$ cat src/hdl/pls_defs.svh
// register offsets, field positions and timing constants of the port speed and idle control
`ifndef PLS_DEFS_SVH
`define PLS_DEFS_SVH

`define PLS_OFS_LINK_CTL      8'h68
`define PLS_OFS_LINK_CTL_TWO  8'h88
`define PLS_OFS_IDLE_TIMER    8'hA0
`define PLS_OFS_SPEED_CFG     8'hA4

`define PLS_BIT_L0S_EN        0
`define PLS_BIT_RETRAIN       5
`define PLS_BIT_FAST_EN       0
`define PLS_BIT_KICK          7
`define PLS_BIT_PARTNER_FAST  24
`define PLS_TGT_LSB           0
`define PLS_TGT_MSB           3
`define PLS_TMR_LSB           8
`define PLS_TMR_MSB           11

`define PLS_TGT_GEN1          4'h1
`define PLS_TGT_GEN2          4'h2
`define PLS_TMR_40NS          4'h1
`define PLS_TMR_RESET         4'h0
`define PLS_LINK_CTL_RESET    16'h0000
`define PLS_IDLE_CFG_RESET    32'h00000000
`define PLS_SPEED_CFG_RESET   32'h00000000

`define PLS_CLK_PERIOD_NS     8
`define PLS_IDLE_STEP_NS      40
`define PLS_IDLE_STEP_CYC     ((`PLS_IDLE_STEP_NS + `PLS_CLK_PERIOD_NS - 1) / `PLS_CLK_PERIOD_NS)

`define PLS_AXI_OFS_CTRL      8'h00
`define PLS_AXI_OFS_STATUS    8'h04
`define PLS_CTRL_GO_SPEED     0
`define PLS_CTRL_GO_L0S       1
`define PLS_CTRL_ALT_KICK     2
`define PLS_CTRL_HOT_PLUG     3
`define PLS_CTRL_RX_BAD       4
`define PLS_CTRL_TX_BAD       5
`define PLS_ST_BUSY           0
`define PLS_ST_SPEED_DONE     1
`define PLS_ST_SPEED_ABANDON  2
`define PLS_ST_L0S_DONE       3
`define PLS_ST_L0S_SKIPPED    4
`define PLS_RESP_OKAY         2'h0
`define PLS_RESP_SLVERR       2'h2

`endif

$ cat src/hdl/pls_pkg.sv
// types shared by both ends of the port speed and idle control
`default_nettype none
package pls_pkg;
  typedef enum logic [3:0] {
    ST_IDLE, ST_CAP_RD, ST_TGT_WR, ST_HWEN_WR, ST_LC_RD, ST_KICK_WR, ST_TMR_WR, ST_LC2_RD, ST_L0S_WR
  } pls_state_t;
endpackage : pls_pkg
`default_nettype wire

$ cat src/hdl/pls_link_if.sv
// register access channel between the controller and the port register bank
`timescale 1ns/1ps
`default_nettype none
interface pls_link_if;
  logic        req;
  logic        we;
  logic [7:0]  addr;
  logic [31:0] wdata;
  logic [31:0] rdata;
  logic        ack;
  modport dev (input req, input we, input addr, input wdata, output rdata, output ack);
  modport ctl (output req, output we, output addr, output wdata, input rdata, input ack);
endinterface : pls_link_if
`default_nettype wire

$ cat src/hdl/pls_fw_ctl.sv
// controller end: runs the speed upgrade and idle enable sequences, ordered over AXI4-Lite
// Summary of operation
// port reports partner fast capability bit
// abandon upgrade when partner lacks capability
// target speed field, value two selects fast
// fast hardware enabled only by enable bit
// retrain bit write launches speed change
// alternate kick bit launches speed change
// capability, target, enable, then trigger order
// idle timer field, one means forty ns
// idle entry allowed only by enable bit
// check partner L0s support before enabling
// enable partner transmitter idle when capable
// clear port enable for bad receivers
// clear partner enable for bad transmitters
// hot-plug slots keep L0s disabled; code clears only the partner enable, not the port one
// links train first at the slow speed
// kick bits self-clear, one launch per write
//
// The implementer's own choice: register access over AXI4-Lite.
`timescale 1ns/1ps
`default_nettype none
`include "pls_defs.svh"
module pls_fw_ctl
  import pls_pkg::*;
(
  input  wire logic        clk_sys,
  input  wire logic        rst,
  pls_link_if.ctl          link,
  input  wire logic [7:0]  awaddr,
  input  wire logic        awvalid,
  output logic             awready,
  input  wire logic [31:0] wdata,
  input  wire logic [3:0]  wstrb,
  input  wire logic        wvalid,
  output logic             wready,
  output logic [1:0]       bresp,
  output logic             bvalid,
  input  wire logic        bready,
  input  wire logic [7:0]  araddr,
  input  wire logic        arvalid,
  output logic             arready,
  output logic [31:0]      rdata,
  output logic [1:0]       rresp,
  output logic             rvalid,
  input  wire logic        rready,
  input  wire logic        partner_l0s_capable,
  output logic             partner_l0s_enable
);
  logic             awready_reg;
  logic             wready_reg;
  logic             bvalid_reg;
  logic [1:0]       bresp_reg;
  logic             arready_reg;
  logic             rvalid_reg;
  logic [31:0]      rdata_reg;
  logic [1:0]       rresp_reg;
  logic             aw_got_reg;
  logic             w_got_reg;
  logic [7:0]       aw_addr_reg;
  logic [31:0]      w_data_reg;
  logic [3:0]       w_strb_reg;
  logic [5:2]       ctrl_reg;
  logic             go_speed_reg;
  logic             go_l0s_reg;
  logic [4:0]       status_reg;
  pls_state_t       state_reg;
  logic             req_reg;
  logic             we_reg;
  logic [7:0]       addr_reg;
  logic [31:0]      wd_reg;
  logic [31:0]      rd_reg;
  logic             partner_en_reg;
  logic             do_write;
  logic             busy;

  assign busy     = (state_reg != ST_IDLE);
  assign do_write = aw_got_reg && w_got_reg && !bvalid_reg;

  // write address and data taken in either order
  always_ff @(posedge clk_sys or posedge rst) begin
    if (rst) begin
      awready_reg <= 1'b1;
      wready_reg  <= 1'b1;
      aw_got_reg  <= 1'b0;
      w_got_reg   <= 1'b0;
      aw_addr_reg <= 8'h00;
      w_data_reg  <= 32'h00000000;
      w_strb_reg  <= 4'h0;
      bvalid_reg  <= 1'b0;
      bresp_reg   <= `PLS_RESP_OKAY;
    end else begin
      if (awvalid && awready_reg) begin
        aw_got_reg  <= 1'b1;
        awready_reg <= 1'b0;
        aw_addr_reg <= awaddr;
      end
      if (wvalid && wready_reg) begin
        w_got_reg  <= 1'b1;
        wready_reg <= 1'b0;
        w_data_reg <= wdata;
        w_strb_reg <= wstrb;
      end
      if (do_write) begin
        aw_got_reg <= 1'b0;
        w_got_reg  <= 1'b0;
        bvalid_reg <= 1'b1;
        bresp_reg  <= (aw_addr_reg == `PLS_AXI_OFS_CTRL) ? `PLS_RESP_OKAY : `PLS_RESP_SLVERR;
      end
      if (bvalid_reg && bready) begin
        bvalid_reg  <= 1'b0;
        awready_reg <= 1'b1;
        wready_reg  <= 1'b1;
      end
    end
  end

  // control register and start pulses
  always_ff @(posedge clk_sys or posedge rst) begin
    if (rst) begin
      ctrl_reg     <= 4'h0;
      go_speed_reg <= 1'b0;
      go_l0s_reg   <= 1'b0;
    end else begin
      go_speed_reg <= 1'b0;
      go_l0s_reg   <= 1'b0;
      if (do_write && (aw_addr_reg == `PLS_AXI_OFS_CTRL) && w_strb_reg[0]) begin
        ctrl_reg     <= w_data_reg[`PLS_CTRL_TX_BAD:`PLS_CTRL_ALT_KICK];
        go_speed_reg <= w_data_reg[`PLS_CTRL_GO_SPEED] && !busy;
        go_l0s_reg   <= w_data_reg[`PLS_CTRL_GO_L0S] && !busy && !w_data_reg[`PLS_CTRL_GO_SPEED];
      end
    end
  end

  // read channel
  always_ff @(posedge clk_sys or posedge rst) begin
    if (rst) begin
      arready_reg <= 1'b1;
      rvalid_reg  <= 1'b0;
      rdata_reg   <= 32'h00000000;
      rresp_reg   <= `PLS_RESP_OKAY;
    end else if (arvalid && arready_reg) begin
      arready_reg <= 1'b0;
      rvalid_reg  <= 1'b1;
      case (araddr)
        `PLS_AXI_OFS_CTRL: begin
          rdata_reg <= {26'h0, ctrl_reg, 2'h0};
          rresp_reg <= `PLS_RESP_OKAY;
        end
        `PLS_AXI_OFS_STATUS: begin
          rdata_reg <= {27'h0, status_reg[4:1], busy};
          rresp_reg <= `PLS_RESP_OKAY;
        end
        default: begin
          rdata_reg <= 32'h00000000;
          rresp_reg <= `PLS_RESP_SLVERR;
        end
      endcase
    end else if (rvalid_reg && rready) begin
      rvalid_reg  <= 1'b0;
      arready_reg <= 1'b1;
    end
  end

  // sequencer: one port register access per state
  always_ff @(posedge clk_sys or posedge rst) begin
    if (rst) begin
      state_reg      <= ST_IDLE;
      req_reg        <= 1'b0;
      we_reg         <= 1'b0;
      addr_reg       <= 8'h00;
      wd_reg         <= 32'h00000000;
      rd_reg         <= 32'h00000000;
      status_reg     <= 5'h00;
      partner_en_reg <= 1'b0;
    end else if (state_reg == ST_IDLE) begin
      if (go_speed_reg) begin
        status_reg[`PLS_ST_SPEED_ABANDON:`PLS_ST_SPEED_DONE] <= 2'h0;
        state_reg <= ST_CAP_RD;
      end else if (go_l0s_reg) begin
        status_reg[`PLS_ST_L0S_SKIPPED:`PLS_ST_L0S_DONE] <= 2'h0;
        // hot-plug clears partner L0s enable, port enable untouched
        if (ctrl_reg[`PLS_CTRL_HOT_PLUG]) begin
          status_reg[`PLS_ST_L0S_SKIPPED] <= 1'b1;
          partner_en_reg <= 1'b0;
        end else begin
          state_reg <= ST_TMR_WR;
        end
      end
    end else if (!req_reg) begin
      req_reg <= 1'b1;
      case (state_reg)
        ST_CAP_RD: begin
          we_reg   <= 1'b0;
          addr_reg <= `PLS_OFS_SPEED_CFG;
        end
        // program target first
        ST_TGT_WR: begin
          we_reg   <= 1'b1;
          addr_reg <= `PLS_OFS_LINK_CTL_TWO;
          wd_reg   <= 32'(`PLS_TGT_GEN2) << `PLS_TGT_LSB;
        end
        // then hardware enable
        ST_HWEN_WR: begin
          we_reg   <= 1'b1;
          addr_reg <= `PLS_OFS_SPEED_CFG;
          wd_reg   <= 32'h1 << `PLS_BIT_FAST_EN;
        end
        ST_LC_RD, ST_LC2_RD: begin
          we_reg   <= 1'b0;
          addr_reg <= `PLS_OFS_LINK_CTL;
        end
        // trigger last
        ST_KICK_WR: begin
          we_reg <= 1'b1;
          if (ctrl_reg[`PLS_CTRL_ALT_KICK]) begin
            addr_reg <= `PLS_OFS_SPEED_CFG;
            wd_reg   <= (32'h1 << `PLS_BIT_FAST_EN) | (32'h1 << `PLS_BIT_KICK);
          end else begin
            addr_reg <= `PLS_OFS_LINK_CTL;
            wd_reg   <= rd_reg | (32'h1 << `PLS_BIT_RETRAIN);
          end
        end
        // timer before enable
        ST_TMR_WR: begin
          we_reg   <= 1'b1;
          addr_reg <= `PLS_OFS_IDLE_TIMER;
          wd_reg   <= 32'(`PLS_TMR_40NS) << `PLS_TMR_LSB;
        end
        // port enable or clear
        ST_L0S_WR: begin
          we_reg   <= 1'b1;
          addr_reg <= `PLS_OFS_LINK_CTL;
          wd_reg   <= ctrl_reg[`PLS_CTRL_RX_BAD] ? (rd_reg & ~(32'h1 << `PLS_BIT_L0S_EN))
                                                 : (rd_reg | (32'h1 << `PLS_BIT_L0S_EN));
        end
        default: req_reg <= 1'b0;
      endcase
    end else if (link.ack) begin
      req_reg <= 1'b0;
      rd_reg  <= link.rdata;
      case (state_reg)
        // abandon without capability
        ST_CAP_RD: begin
          if (link.rdata[`PLS_BIT_PARTNER_FAST]) begin
            state_reg <= ST_TGT_WR;
          end else begin
            status_reg[`PLS_ST_SPEED_ABANDON] <= 1'b1;
            state_reg <= ST_IDLE;
          end
        end
        ST_TGT_WR:  state_reg <= ST_HWEN_WR;
        ST_HWEN_WR: state_reg <= ctrl_reg[`PLS_CTRL_ALT_KICK] ? ST_KICK_WR : ST_LC_RD;
        ST_LC_RD:   state_reg <= ST_KICK_WR;
        ST_KICK_WR: begin
          status_reg[`PLS_ST_SPEED_DONE] <= 1'b1;
          state_reg <= ST_IDLE;
        end
        ST_TMR_WR:  state_reg <= ST_LC2_RD;
        ST_LC2_RD:  state_reg <= ST_L0S_WR;
        ST_L0S_WR: begin
          status_reg[`PLS_ST_L0S_DONE] <= 1'b1;
          // partner enable
          partner_en_reg <= partner_l0s_capable && !ctrl_reg[`PLS_CTRL_TX_BAD];
          state_reg <= ST_IDLE;
        end
        default:    state_reg <= ST_IDLE;
      endcase
    end
  end

  assign link.req           = req_reg;
  assign link.we            = we_reg;
  assign link.addr          = addr_reg;
  assign link.wdata         = wd_reg;
  assign awready            = awready_reg;
  assign wready             = wready_reg;
  assign bvalid             = bvalid_reg;
  assign bresp              = bresp_reg;
  assign arready            = arready_reg;
  assign rvalid             = rvalid_reg;
  assign rdata              = rdata_reg;
  assign rresp              = rresp_reg;
  assign partner_l0s_enable = partner_en_reg;
endmodule : pls_fw_ctl
`default_nettype wire

$ cat src/flat_wrapper.sv
// flat-port wrapper written by rule: the top's interface ports become plain ports
module pls_fw_ctl_flat import pls_pkg::*;
  (clk_sys, rst, awaddr, awvalid, awready, wdata, wstrb, wvalid, wready, bresp, bvalid, bready, araddr, arvalid, arready, rdata, rresp, rvalid, rready, partner_l0s_capable, partner_l0s_enable, link_req, link_we, link_addr, link_wdata, link_rdata, link_ack);
  pls_link_if link_i ();
  input  wire logic clk_sys;
  input  wire logic rst;
  input  wire logic [7:0] awaddr;
  input  wire logic awvalid;
  output logic awready;
  input  wire logic [31:0] wdata;
  input  wire logic [3:0] wstrb;
  input  wire logic wvalid;
  output logic wready;
  output logic [1:0] bresp;
  output logic bvalid;
  input  wire logic bready;
  input  wire logic [7:0] araddr;
  input  wire logic arvalid;
  output logic arready;
  output logic [31:0] rdata;
  output logic [1:0] rresp;
  output logic rvalid;
  input  wire logic rready;
  input  wire logic partner_l0s_capable;
  output logic partner_l0s_enable;
  output wire logic [$bits(link_i.req)-1:0] link_req;
  output wire logic [$bits(link_i.we)-1:0] link_we;
  output wire logic [$bits(link_i.addr)-1:0] link_addr;
  output wire logic [$bits(link_i.wdata)-1:0] link_wdata;
  input wire logic [$bits(link_i.rdata)-1:0] link_rdata;
  input wire logic [$bits(link_i.ack)-1:0] link_ack;
  assign link_req = link_i.req;
  assign link_we = link_i.we;
  assign link_addr = link_i.addr;
  assign link_wdata = link_i.wdata;
  assign link_i.rdata = link_rdata;
  assign link_i.ack = link_ack;
  pls_fw_ctl u_core (.clk_sys(clk_sys), .rst(rst), .link(link_i), .awaddr(awaddr), .awvalid(awvalid), .awready(awready), .wdata(wdata), .wstrb(wstrb), .wvalid(wvalid), .wready(wready), .bresp(bresp), .bvalid(bvalid), .bready(bready), .araddr(araddr), .arvalid(arvalid), .arready(arready), .rdata(rdata), .rresp(rresp), .rvalid(rvalid), .rready(rready), .partner_l0s_capable(partner_l0s_capable), .partner_l0s_enable(partner_l0s_enable));
endmodule
$ cat config.mk
export PLATFORM = sky130hd
export DESIGN_NAME = pls_fw_ctl_flat
export DESIGN_NICKNAME = d
export VERILOG_FILES = /design/src/hdl/pls_pkg.sv /design/src/hdl/pls_link_if.sv /design/src/hdl/pls_fw_ctl.sv /design/src/flat_wrapper.sv
export VERILOG_INCLUDE_DIRS = /design/src /design/src/hdl
export SDC_FILE = /design/constraint.sdc
export NUM_CORES = 1
export LEC_CHECK = 0
export BUFFER_PORTS_ARGS = -buffer_cell sky130_fd_sc_hd__buf_2
export CAP_MARGIN = 30
export CORE_MARGIN = 3
export CORE_UTILIZATION = 50
export DETAILED_ROUTE_END_ITERATION = 16
export GPL_ROUTABILITY_DRIVEN = 1
export PLACE_DENSITY = 0.81
export SLEW_MARGIN = 20
export SYNTH_ARGS = -nofsm -noshare
export SYNTH_HDL_FRONTEND = slang
export SYNTH_SLANG_ARGS = --single-unit
export TNS_END_PERCENT = 30
$ cat constraint.sdc
create_clock -name clk_sys -period 4.1 [get_ports clk_sys]
set_clock_uncertainty 0.05 [all_clocks]
set_input_delay 0.205 -clock clk_sys [delete_from_list [all_inputs] [get_ports clk_sys]]
set_output_delay 0.205 -clock clk_sys [all_outputs]
set_load 0.01 [all_outputs]
==> metrics.md, run 1 <==
| Metric | Value |
|---|---|
| Drt drc | 0 |
| Register area share after synthesis | 57.6% |
| WP data required | 4450 ps |
| Antenna cells | 0 |
| Share of cells above drive strength 1 | 36.5% |
| Ports | 177 |
| Setup TNS | 0 ps |
| Cell area after synthesis | 0.00505 mm² |
| Initial antenna violation count | 0 |
| Status | complete, no violations |
| Setup violations, final | 0 |
| Main synth FF type | dfrtp_1 |
| Async SR Flop Fraction | 100% |
| Most frequent cells in the layout | buf_2, dfrtp_1, dlygate4sd3_1, mux2_2 |
| Avg Cell Area, Syn | 12.4 µm² |
| Nets@finish | 679 |
| Hold WC Path Type | input port to flip-flop |
| Iteration count of the initial detailed-routing pass | 4 |
| DR iter-0 viols | 265 |
| Maximum clock rate | 0.383 GHz |
| DP HPWL | 7.42 mm |
| Die Wd | 106 µm |
| GPL Wtd Cong | 0.829 |
| # Max-Cap Violations | 0 |
| Least-Margin Pin Slew | 871 ps |
| CP max stage cell | dfrtp_1 |
| Fin crit share | 63.6% |
| CTS Hold Buffers Added | 60 |
| Total track usage | 23.5% |
| Yosys Warn Count | 0 |
| Total power per unit cell area | 706 mW/mm² |
| Max clock buf depth | 2 |
| Setup WS post-layout | 1490 ps |
| Initial Util | 51.6% |
| Place WS | 1520 ps |
| Core box area | 0.00977 mm² |
| Vias per cell | 5.26 |
| Max-slew violation count | 0 |
| Post-cts sizing count | 0 |
| Worst Path Buf+Inv | 1 |
| Commonest non-fill, non-tap cell in the layout | buf_2 |
| CP Cell Sequence | nand3b_1 > a21oi_1 > o21bai_2 > buf_4 > mux2_2 |
| Flops & latches, synth | 116 |
| Port buffer count | 116 |
| CP Class | flip-flop to flip-flop |
| Worst Path Arrival | 2960 ps |
| FP Rows | 36 |
| Unrepaired setup endpoints after global routing | no |
| Critical Path Start Type | flip-flop |
| # H-tree levels | 4 |
| Static leakage | 3.36 nW |
| Post-CTS setup buffer count | 0 |
| Crit end category | flip-flop |
| TritonCTS Sinks | 116 |
| Post-route insts no fill | 731 |
| GRT Residual Overflow | 0 |
| CTS Buf Count | 17 |
| Minimum clock period | 2610 ps |
| Routed wire per std cell | 17.2 µm |
| Post-Synthesis Cells | 408 |
| TritonCTS clock tree | built |
| Cell family with most CP delay | flip-flops |
| Area Overhead vs Synth | 36.9% |
| Routed WL | 12.6 mm |
| Largest net degree at the start of global routing | 76 |
| Worst vdd ir | 407 µV |
| Vias in the first global route | 4,130 |
| Synth unique cells | 50 |
| Vias | 3,843 |
| Final hold violation count | 0 |
| Die area | 0.0113 mm² |
| Placed cells | 638 |
| Rel. slew slack | 41.9% |
| Global-route wire length before repair | 20.6 mm |
| ANT nets after route | 0 |
| CP max FO | 26 |
| Clk pin slew, worst setup/hold paths | 60 ps |
| Post-synth EDFFs | 0 |
| Die height | 106 µm |
| Max incr delay on CP | 910 ps |
| Worst-Skew Late Latency | 520 ps |
| Clk Tree Root Cell | clkbuf_8 |
## cells in the mapped netlist (all sizes together) (3+ instances only)
library cell	number	share of area, %
a21oi	13	1.3
a22o	31	5.4
a31oi	4	0.50
a32o	3	0.60
buf	50	6.8
dfrtp	113	56
dfstp	3	1.6
inv	15	1.1
mux2	52	12
mux2i	5	0.99
nand2	21	1.6
nand2b	3	0.37
nand3	6	0.60
nor2	17	1.3
nor2b	7	0.92
nor3	7	0.92
nor3b	4	0.79
nor4	3	0.67
o21ai	17	1.7
o31ai	3	0.45
## layer usage
metal  routed length [µm]  share of wire (%)  GRT usage, %
met5                    0                  0             0
met1                 4750                 38          26.6
met3                  693                5.5          6.68
met2                 6840                 54          41.4
met4                  314                2.5          10.3
## logic make-up (layout without fill, tap and decap cells)
logic type / Yosys count / count (layout) / share of synthesized area, %
flip-flops: 116 / 116 / 57.6
AO/OA/AOI/OAI: 90 / 90 / 13.0
AND/OR/NAND/NOR: 77 / 77 / 8.65
multiplexers: 57 / 57 / 12.6
other: 1 / 31 / 0.0743
buffers and inverters: 67 / 227 / 8.11
## stage by stage
step	util, %	hold slack [ps]	total power, mW	area [µm²]
after floorplan	-	213	2.79	5160
after global placement	57.0	319	3.06	5580
after detailed placement	57.3	328	3.15	5600
after CTS	70.1	6.52	4.85	6850
after global routing	70.7	30.8	5.14	6910
final	70.7	29.4	4.88	6910
## path summary, 6_finish.rpt
| check | from | endpoint | slack (ps) | cells after the start |
|---|---|---|---|---|
| max in group asynchronous | rst | u_core.link.wdata[21]$_DFFE_PP0P_ | 2760 | 5 |
| hold / removal | araddr[7] | u_core.rdata[2]$_DFFE_PP0P_ | 30 | 4 |
| setup reg to reg | u_core.state_reg[1]$_DFFE_PP0P_ | u_core.link.wdata[7]$_DFFE_PP0P_ | 1490 | 5 |
| hold reg to reg | u_core.w_data_reg[0]$_DFFE_PP0P_ | u_core.go_l0s_reg$_DFF_PP0_ | 410 | 1 |
| setup / recovery | u_core.state_reg[1]$_DFFE_PP0P_ | u_core.link.wdata[7]$_DFFE_PP0P_ | 1490 | 5 |
| min in group asynchronous | rst | u_core.aw_addr_reg[5]$_DFFE_PP0P_ | 130 | 3 |
## worst min-delay path: stages
cell and delay [ps]:
buf_2 80, nor3_1 50, nand3_1 120, o21ai_0 90
## final cells by class
cell class                      instances  area (µm²)
Fill cell                             630        2870
Multi-Input combinational cell        255        1850
Inverter                               15        58.8
Tap cell                              133         166
Sequential cell                       116        2910
Clock buffer                           20         445
Timing Repair Buffer                  181        1280
Clock inverter                         11         205
## report_power, final
| part | leakage (nW) | internal [mW] | switching (mW) |
|---|---|---|---|
| Sequential | 1.45 | 1.55 | 0.367 |
| Combinational | 1.58 | 0.683 | 0.647 |
| Clock | 0.324 | 1.13 | 0.494 |
| Total | 3.36 | 3.37 | 1.51 |
(Power assumes the default switching activity.)
==> run 2, diff against run 1 <==
- clock period: 4.1 -> 2.5 ns (I/O delays scaled with it)
==> run 2 against run 1 <==
- cell area up 0.33%
- utilization up 0.23 points
- flip-flop and latch count stayed put
- non-clock buffer count up 13
- clock power rose by 42%
- critical path depth is the same
- combinational power is 83% higher
- sequential power rose by 56%
- first-iteration DRC count shrank 15%
- setup slack worse by 1100 ps
- register-to-register slack got worse by 1100 ps
- total power up 59%
- critical path type unchanged
==> metrics.md, run 2 (same netlist as run 1, synthesis figures left out) <==
| Metric | Value |
|---|---|
| Status | complete, no violations |
| Max clock buf depth | 2 (unchanged) |
| Max incr delay on CP | 580 ps (-330 ps) |
| # Max-Cap Violations | 0 (unchanged) |
| Routed WL | 12.9 mm (+2.2%) |
| Crit end category | flip-flop |
| Routed wire per std cell | 17.3 µm (+0.37%) |
| Final hold violation count | 0 (unchanged) |
| Worst Path Arrival | 2450 ps (-510 ps) |
| Antenna cells | 0 (unchanged) |
| GPL Wtd Cong | 0.853 (+2.9%) |
| Maximum clock rate | 0.482 GHz (+26%) |
| Tot Pwr | 7.74 mW (+59%) |
| CP Class | flip-flop to flip-flop |
| CP max FO | 8 (-69%) |
| Share of cells above drive strength 1 | 37.3% (+0.86 points) |
| Core box area | 0.00977 mm² (unchanged) |
| CP Cell Sequence | nand2_1 > nor3_1 > dlygate4sd3_1 > nand3_1 > o21ai_0 |
| CTS Hold Buffers Added | 64 (+6.7%) |
| Initial Util | 51.6% (unchanged) |
| Initial antenna violation count | 0 (unchanged) |
| Worst-Skew Late Latency | 520 ps (about the same) |
| DP HPWL | 7.61 mm (+2.6%) |
| CTS Buf Count | 17 (unchanged) |
| ANT nets after route | 0 (unchanged) |
| Largest net degree at the start of global routing | 42 (-45%) |
| Post-cts sizing count | 0 (unchanged) |
| Critical Path Start Type | flip-flop |
| Commonest non-fill, non-tap cell in the layout | buf_2 |
| Ports | 177 (unchanged) |
| Least-Margin Pin Slew | 507 ps (-364 ps) |
| Vias per cell | 5.26 (about the same) |
| GRT Residual Overflow | 0 (unchanged) |
| Die Wd | 106 µm (unchanged) |
| Hold WC Path Type | input port to flip-flop |
| CP max stage cell | dlygate4sd3_1 |
| FP Rows | 36 (unchanged) |
| Minimum clock period | 2070 ps (-534 ps) |
| Total track usage | 23.5% (about the same) |
| Setup violations, final | 0 (unchanged) |
| Nets@finish | 692 (+1.9%) |
| TritonCTS clock tree | built |
| Clk pin slew, worst setup/hold paths | 60 ps (about the same) |
| Static leakage | 3.38 nW (+0.56%) |
| Most frequent cells in the layout | buf_2, dfrtp_1, dlygate4sd3_1, mux2_2 |
| Iteration count of the initial detailed-routing pass | 4 (unchanged) |
| Setup TNS | 0 ps (unchanged) |
| Die height | 106 µm (unchanged) |
| DR iter-0 viols | 224 (-15%) |
| Vias | 3,910 (+1.7%) |
| TritonCTS Sinks | 116 (unchanged) |
| WP data required | 2870 ps (-1580 ps) |
| Post-CTS setup buffer count | 0 (unchanged) |
| Fin crit share | 83.0% (+19 points) |
| Area Overhead vs Synth | 37.4% |
| Unrepaired setup endpoints after global routing | no |
| Worst vdd ir | 653 µV (+60%) |
| # H-tree levels | 4 (unchanged) |
| Die area | 0.0113 mm² (unchanged) |
| Global-route wire length before repair | 20.8 mm (+1.0%) |
| Hold Slack | 27.3 ps (-2.09 ps) |
| Drt drc | 0 (unchanged) |
| Vias in the first global route | 4,207 (+1.9%) |
| Max-slew violation count | 0 (unchanged) |
| Rel. slew slack | 65.9% (+24 points) |
| Clk Tree Root Cell | clkbuf_8 |
| Port buffer count | 116 (unchanged) |
| Total power per unit cell area | 1120 mW/mm² (+58%) |
==> run 2: changes by cell type in the layout (fill, tap and decap cells not counted), sizes merged <==
cell	change
buf	+9
bufinv	-4
dlygate4sd3	+4
clkinvlp	+3
clkbuf	+1
clkinv	+1
inv	-1
==> run 2: layout make-up <==
| class | count | area, µm² |
|---|---|---|
| sequential | 116 | 2910 |
| fill | 649 | 2840 |
| multi-input combinational | 255 | 1850 |
| timing repair buffer | 194 | 1380 |
| clock buffer | 21 | 469 |
| tap | 133 | 166 |
| clock inverter | 10 | 105 |
| inverter | 15 | 60.1 |
==> run 2: critical path, delay by kind of cell (launching register included) <==
family	cells	cell delay (ps)
AND/OR/NAND/NOR	3	570
flip-flops	1	560
buffers and inverters	1	580
AO/OA/AOI/OAI	1	230
==> run 2: routing by layer <==
layer,GRT usage [%],part of all wire (%),wire length (µm),up-vias
met5,0,0,0,-
met4,13.0,3.8,484,0
met3,5.53,4.8,612,40
met2,40.1,52,6650,142
met1,27.4,40,5120,1958
li1,-,-,-,1770
==> run 2: path summary, 6_finish.rpt <==
check / from / to / slack [ps] / depth (start not counted)
max in group asynchronous: rst / u_core.arready$_DFFE_PP1P_ / 1840 / 4
max reg2reg: u_core.arready$_DFFE_PP1P_ / u_core.rdata[4]$_DFFE_PP0P_ / 430 / 5
min: partner_l0s_capable / u_core.partner_l0s_enable$_DFFE_PP0P_ / 30 / 3
min in group asynchronous: rst / u_core.link.wdata[3]$_DFFE_PP0P_ / 50 / 3
min reg2reg: u_core.w_data_reg[0]$_DFFE_PP0P_ / u_core.go_l0s_reg$_DFF_PP0_ / 410 / 1
max: u_core.arready$_DFFE_PP1P_ / u_core.rdata[4]$_DFFE_PP0P_ / 430 / 5
==> run 2: through the flow <==
stage          worst slack (ps)  cell area, µm²  utilization, %  cells
6_report                    425            6930            70.9    744
5_1_grt                     260            6930            70.9    744
4_1_cts                     370            6890            70.5    742
3_5_place_dp                385            5680            58.1    647
3_3_place_gp                395            5680            58.1    647
2_1_floorplan               757            5160               -    438
==> run 2: power by group <==
group	total (mW)	leakage, nW	switching (mW)	internal [mW]
Sequential	2.99	1.45	0.435	2.55
Clock	2.32	0.285	0.815	1.50
Combinational	2.43	1.64	1.27	1.17
==> run 3, diff against run 2 <==
- clock period: 2.5 -> 2 ns (I/O delays scaled with it)
==> run 3 against run 2 <==
- the flow now finishes with violations (negative setup slack)
- non-clock buffer count rose by 13
- maximum frequency rose by 3.4%
- combinational power rose by 35%
- critical endpoint is now u_core.ctrl_reg[2]$_DFFE_PP0P_
==> metrics.md, run 3 (same netlist as run 1, synthesis figures left out) <==
| Metric | Value |
|---|---|
| Status | finished, violations left |
| Failing checks | negative setup slack |
| DP HPWL | 7.51 mm (-1.4%) |
| Crit. Startpoint | u_core.aw_addr_reg[5]$_DFFE_PP0P_ |
| Share of cells above drive strength 1 | 39.3% (+2.0 points) |
| Rel. slew slack | 57.8% (-8.0 points) |
| Drt drc | 0 (unchanged) |
| Ports | 177 (unchanged) |
| Max-slew violation count | 0 (unchanged) |
| Hold Slack | 36.7 ps (+9.34 ps) |
| Hold WC Path Type | input port to flip-flop |
| Area post-placement | 0.00575 mm² (+1.2%) |
| Vias in the first global route | 4,413 (+4.9%) |
| Setup violations, final | 1 (+1) |
| Minimum clock period | 2010 ps (-67.3 ps) |
| Max incr delay on CP | 580 ps (about the same) |
| Initial Util | 51.6% (unchanged) |
| ANT nets after route | 0 (unchanged) |
| Worst-Skew Late Latency | 510 ps (about the same) |
| Routed WL | 13.8 mm (+7.5%) |
| Clk pin slew, worst setup/hold paths | 60 ps (about the same) |
| GRT Residual Overflow | 0 (unchanged) |
| Crit end category | flip-flop |
| Vias per cell | 5.46 (+3.8%) |
| CP Class | flip-flop to flip-flop |
| Reg2Reg Depth | 4 (-1) |
| TritonCTS Sinks | 116 (unchanged) |
| Worst Path Arrival | 2350 ps (-100 ps) |
| Fin area | 0.00706 mm² (+1.8%) |
| Die area | 0.0113 mm² (unchanged) |
| Maximum clock rate | 0.498 GHz (+3.4%) |
| Clk Tree Root Cell | clkbuf_8 |
| Worst Hold End | u_core.rresp[1]$_DFFE_PP0P_ |
| # H-tree levels | 4 (unchanged) |
| Commonest non-fill, non-tap cell in the layout | buf_2 |
| Routed wire per std cell | 18.2 µm (+5.4%) |
| Core box area | 0.00977 mm² (unchanged) |
| Worst vdd ir | 904 µV (+38%) |
| Max clock buf depth | 2 (unchanged) |
| CP max stage cell | or4_1 |
| Largest net degree at the start of global routing | 117 (+180%) |
| Crit path depth | 4 (-1) |
| Final hold violation count | 0 (unchanged) |
| CP Cell Sequence | or4_1 > nor2b_1 > nand3_1 > mux2_2 |
| Die height | 106 µm (unchanged) |
| # Max-Cap Violations | 0 (unchanged) |
| Worst R2R End | u_core.ctrl_reg[2]$_DFFE_PP0P_ |
| CP max FO | 4 (-4) |
| Static leakage | 3.45 nW (+2.2%) |
| Setup WS post-layout | -7.36 ps (-433 ps) |
| Critical Path Start Type | flip-flop |
| Total track usage | 24.7% (+1.2 points) |
| Placed cells | 658 (+1.7%) |
| Post-route insts no fill | 759 (+2.0%) |
| GPL Wtd Cong | 0.852 (-0.18%) |
| DR iter-0 viols | 368 (+64%) |
| Fin crit share | 100% (+17 points) |
| Die Wd | 106 µm (unchanged) |
| Port buffer count | 116 (unchanged) |
| TritonCTS clock tree | built |
| Total power per unit cell area | 1410 mW/mm² (+26%) |
| Worst R2R Setup Slack | -7 ps (-430 ps) |
| Least-Margin Pin Slew | 631 ps (+124 ps) |
| Nets@finish | 706 (+2.0%) |
| Place WS | -128 ps (-513 ps) |
| Vias | 4,141 (+5.9%) |
| CTS Buf Count | 17 (unchanged) |
| Hold depth | 4 (+1) |
| Worst Path Buf+Inv | 0 (-1) |
| Antenna cells | 0 (unchanged) |
| WP data required | 2340 ps (-530 ps) |
| Global-route wire length before repair | 21.7 mm (+4.6%) |
| Area Overhead vs Synth | 39.8% |
| Reg2reg start | u_core.aw_addr_reg[5]$_DFFE_PP0P_ |
| Most frequent cells in the layout | buf_2, dfrtp_1, dlygate4sd3_1, mux2_2 |
| Initial antenna violation count | 0 (unchanged) |
| Iteration count of the initial detailed-routing pass | 5 (+1) |
| FP Rows | 36 (unchanged) |
| Cell family with most CP delay | simple AND/OR/NAND/NOR gates |
| HP Start | araddr[1] |
## run 3: where the power goes
group / internal (mW) / leakage (nW) / switching (mW)
Sequential: 3.20 / 1.45 / 0.574
Clock: 1.85 / 0.280 / 1.03
Combinational: 1.58 / 1.72 / 1.69
Total: 6.63 / 3.45 / 3.29
## run 3: final cells by class
type / count / area, µm²
multi-input combinational: 256 / 1900
timing repair buffer: 207 / 1450
inverter: 15 / 60.1
sequential: 116 / 2910
tap: 133 / 166
clock inverter: 10 / 105
fill: 602 / 2720
clock buffer: 22 / 463
## run 3: layer usage
| metal | up-vias | global-route usage, % | part of all wire, % |
|---|---|---|---|
| met5 | - | 0 | 0 |
| met4 | 0 | 12.2 | 4.2 |
| met3 | 69 | 6.68 | 7.8 |
| met2 | 246 | 42.4 | 51 |
| met1 | 2023 | 28.4 | 37 |
| li1 | 1803 | - | - |
## run 3: what timing repair did
action / CTS / global route
pin swaps: 17 / 2
gates resized for setup: 5 / 10
hold endpoints to repair: 176 / 0
endpoints found under the setup margin: 61 / 30
buffers inserted: 0 / 0
gates cloned: 1 / 0
hold buffers: 68 / 0
## run 3: worst register-to-register path, stage by stage (launching register included)
cell and delay [ps]:
dfrtp_1 380, or4_1 580, nor2b_1 230, nand3_1 280, mux2_2 370
## run 3: how the worst max path moves through the flow
stage                                                    to
after global placement        u_core.rd_reg[19]$_DFFE_PP0P_
after detailed placement       u_core.rd_reg[9]$_DFFE_PP0P_
after floorplan                u_core.rd_reg[0]$_DFFE_PP0P_
after global routing      u_core.link.wdata[12]$_DFFE_PP0P_
after CTS                 u_core.link.wdata[12]$_DFFE_PP0P_
final                        u_core.ctrl_reg[2]$_DFFE_PP0P_
## run 3: through the flow
step	total power, mW	setup TNS (ps)	util (%)
floorplan	5.73	0	-
global placement	6.51	-3720	58.8
detailed placement	6.69	-6580	58.8
CTS	9.73	-760	71.8
global route	10.4	-40.1	72.2
finish	9.92	-7.36	72.2
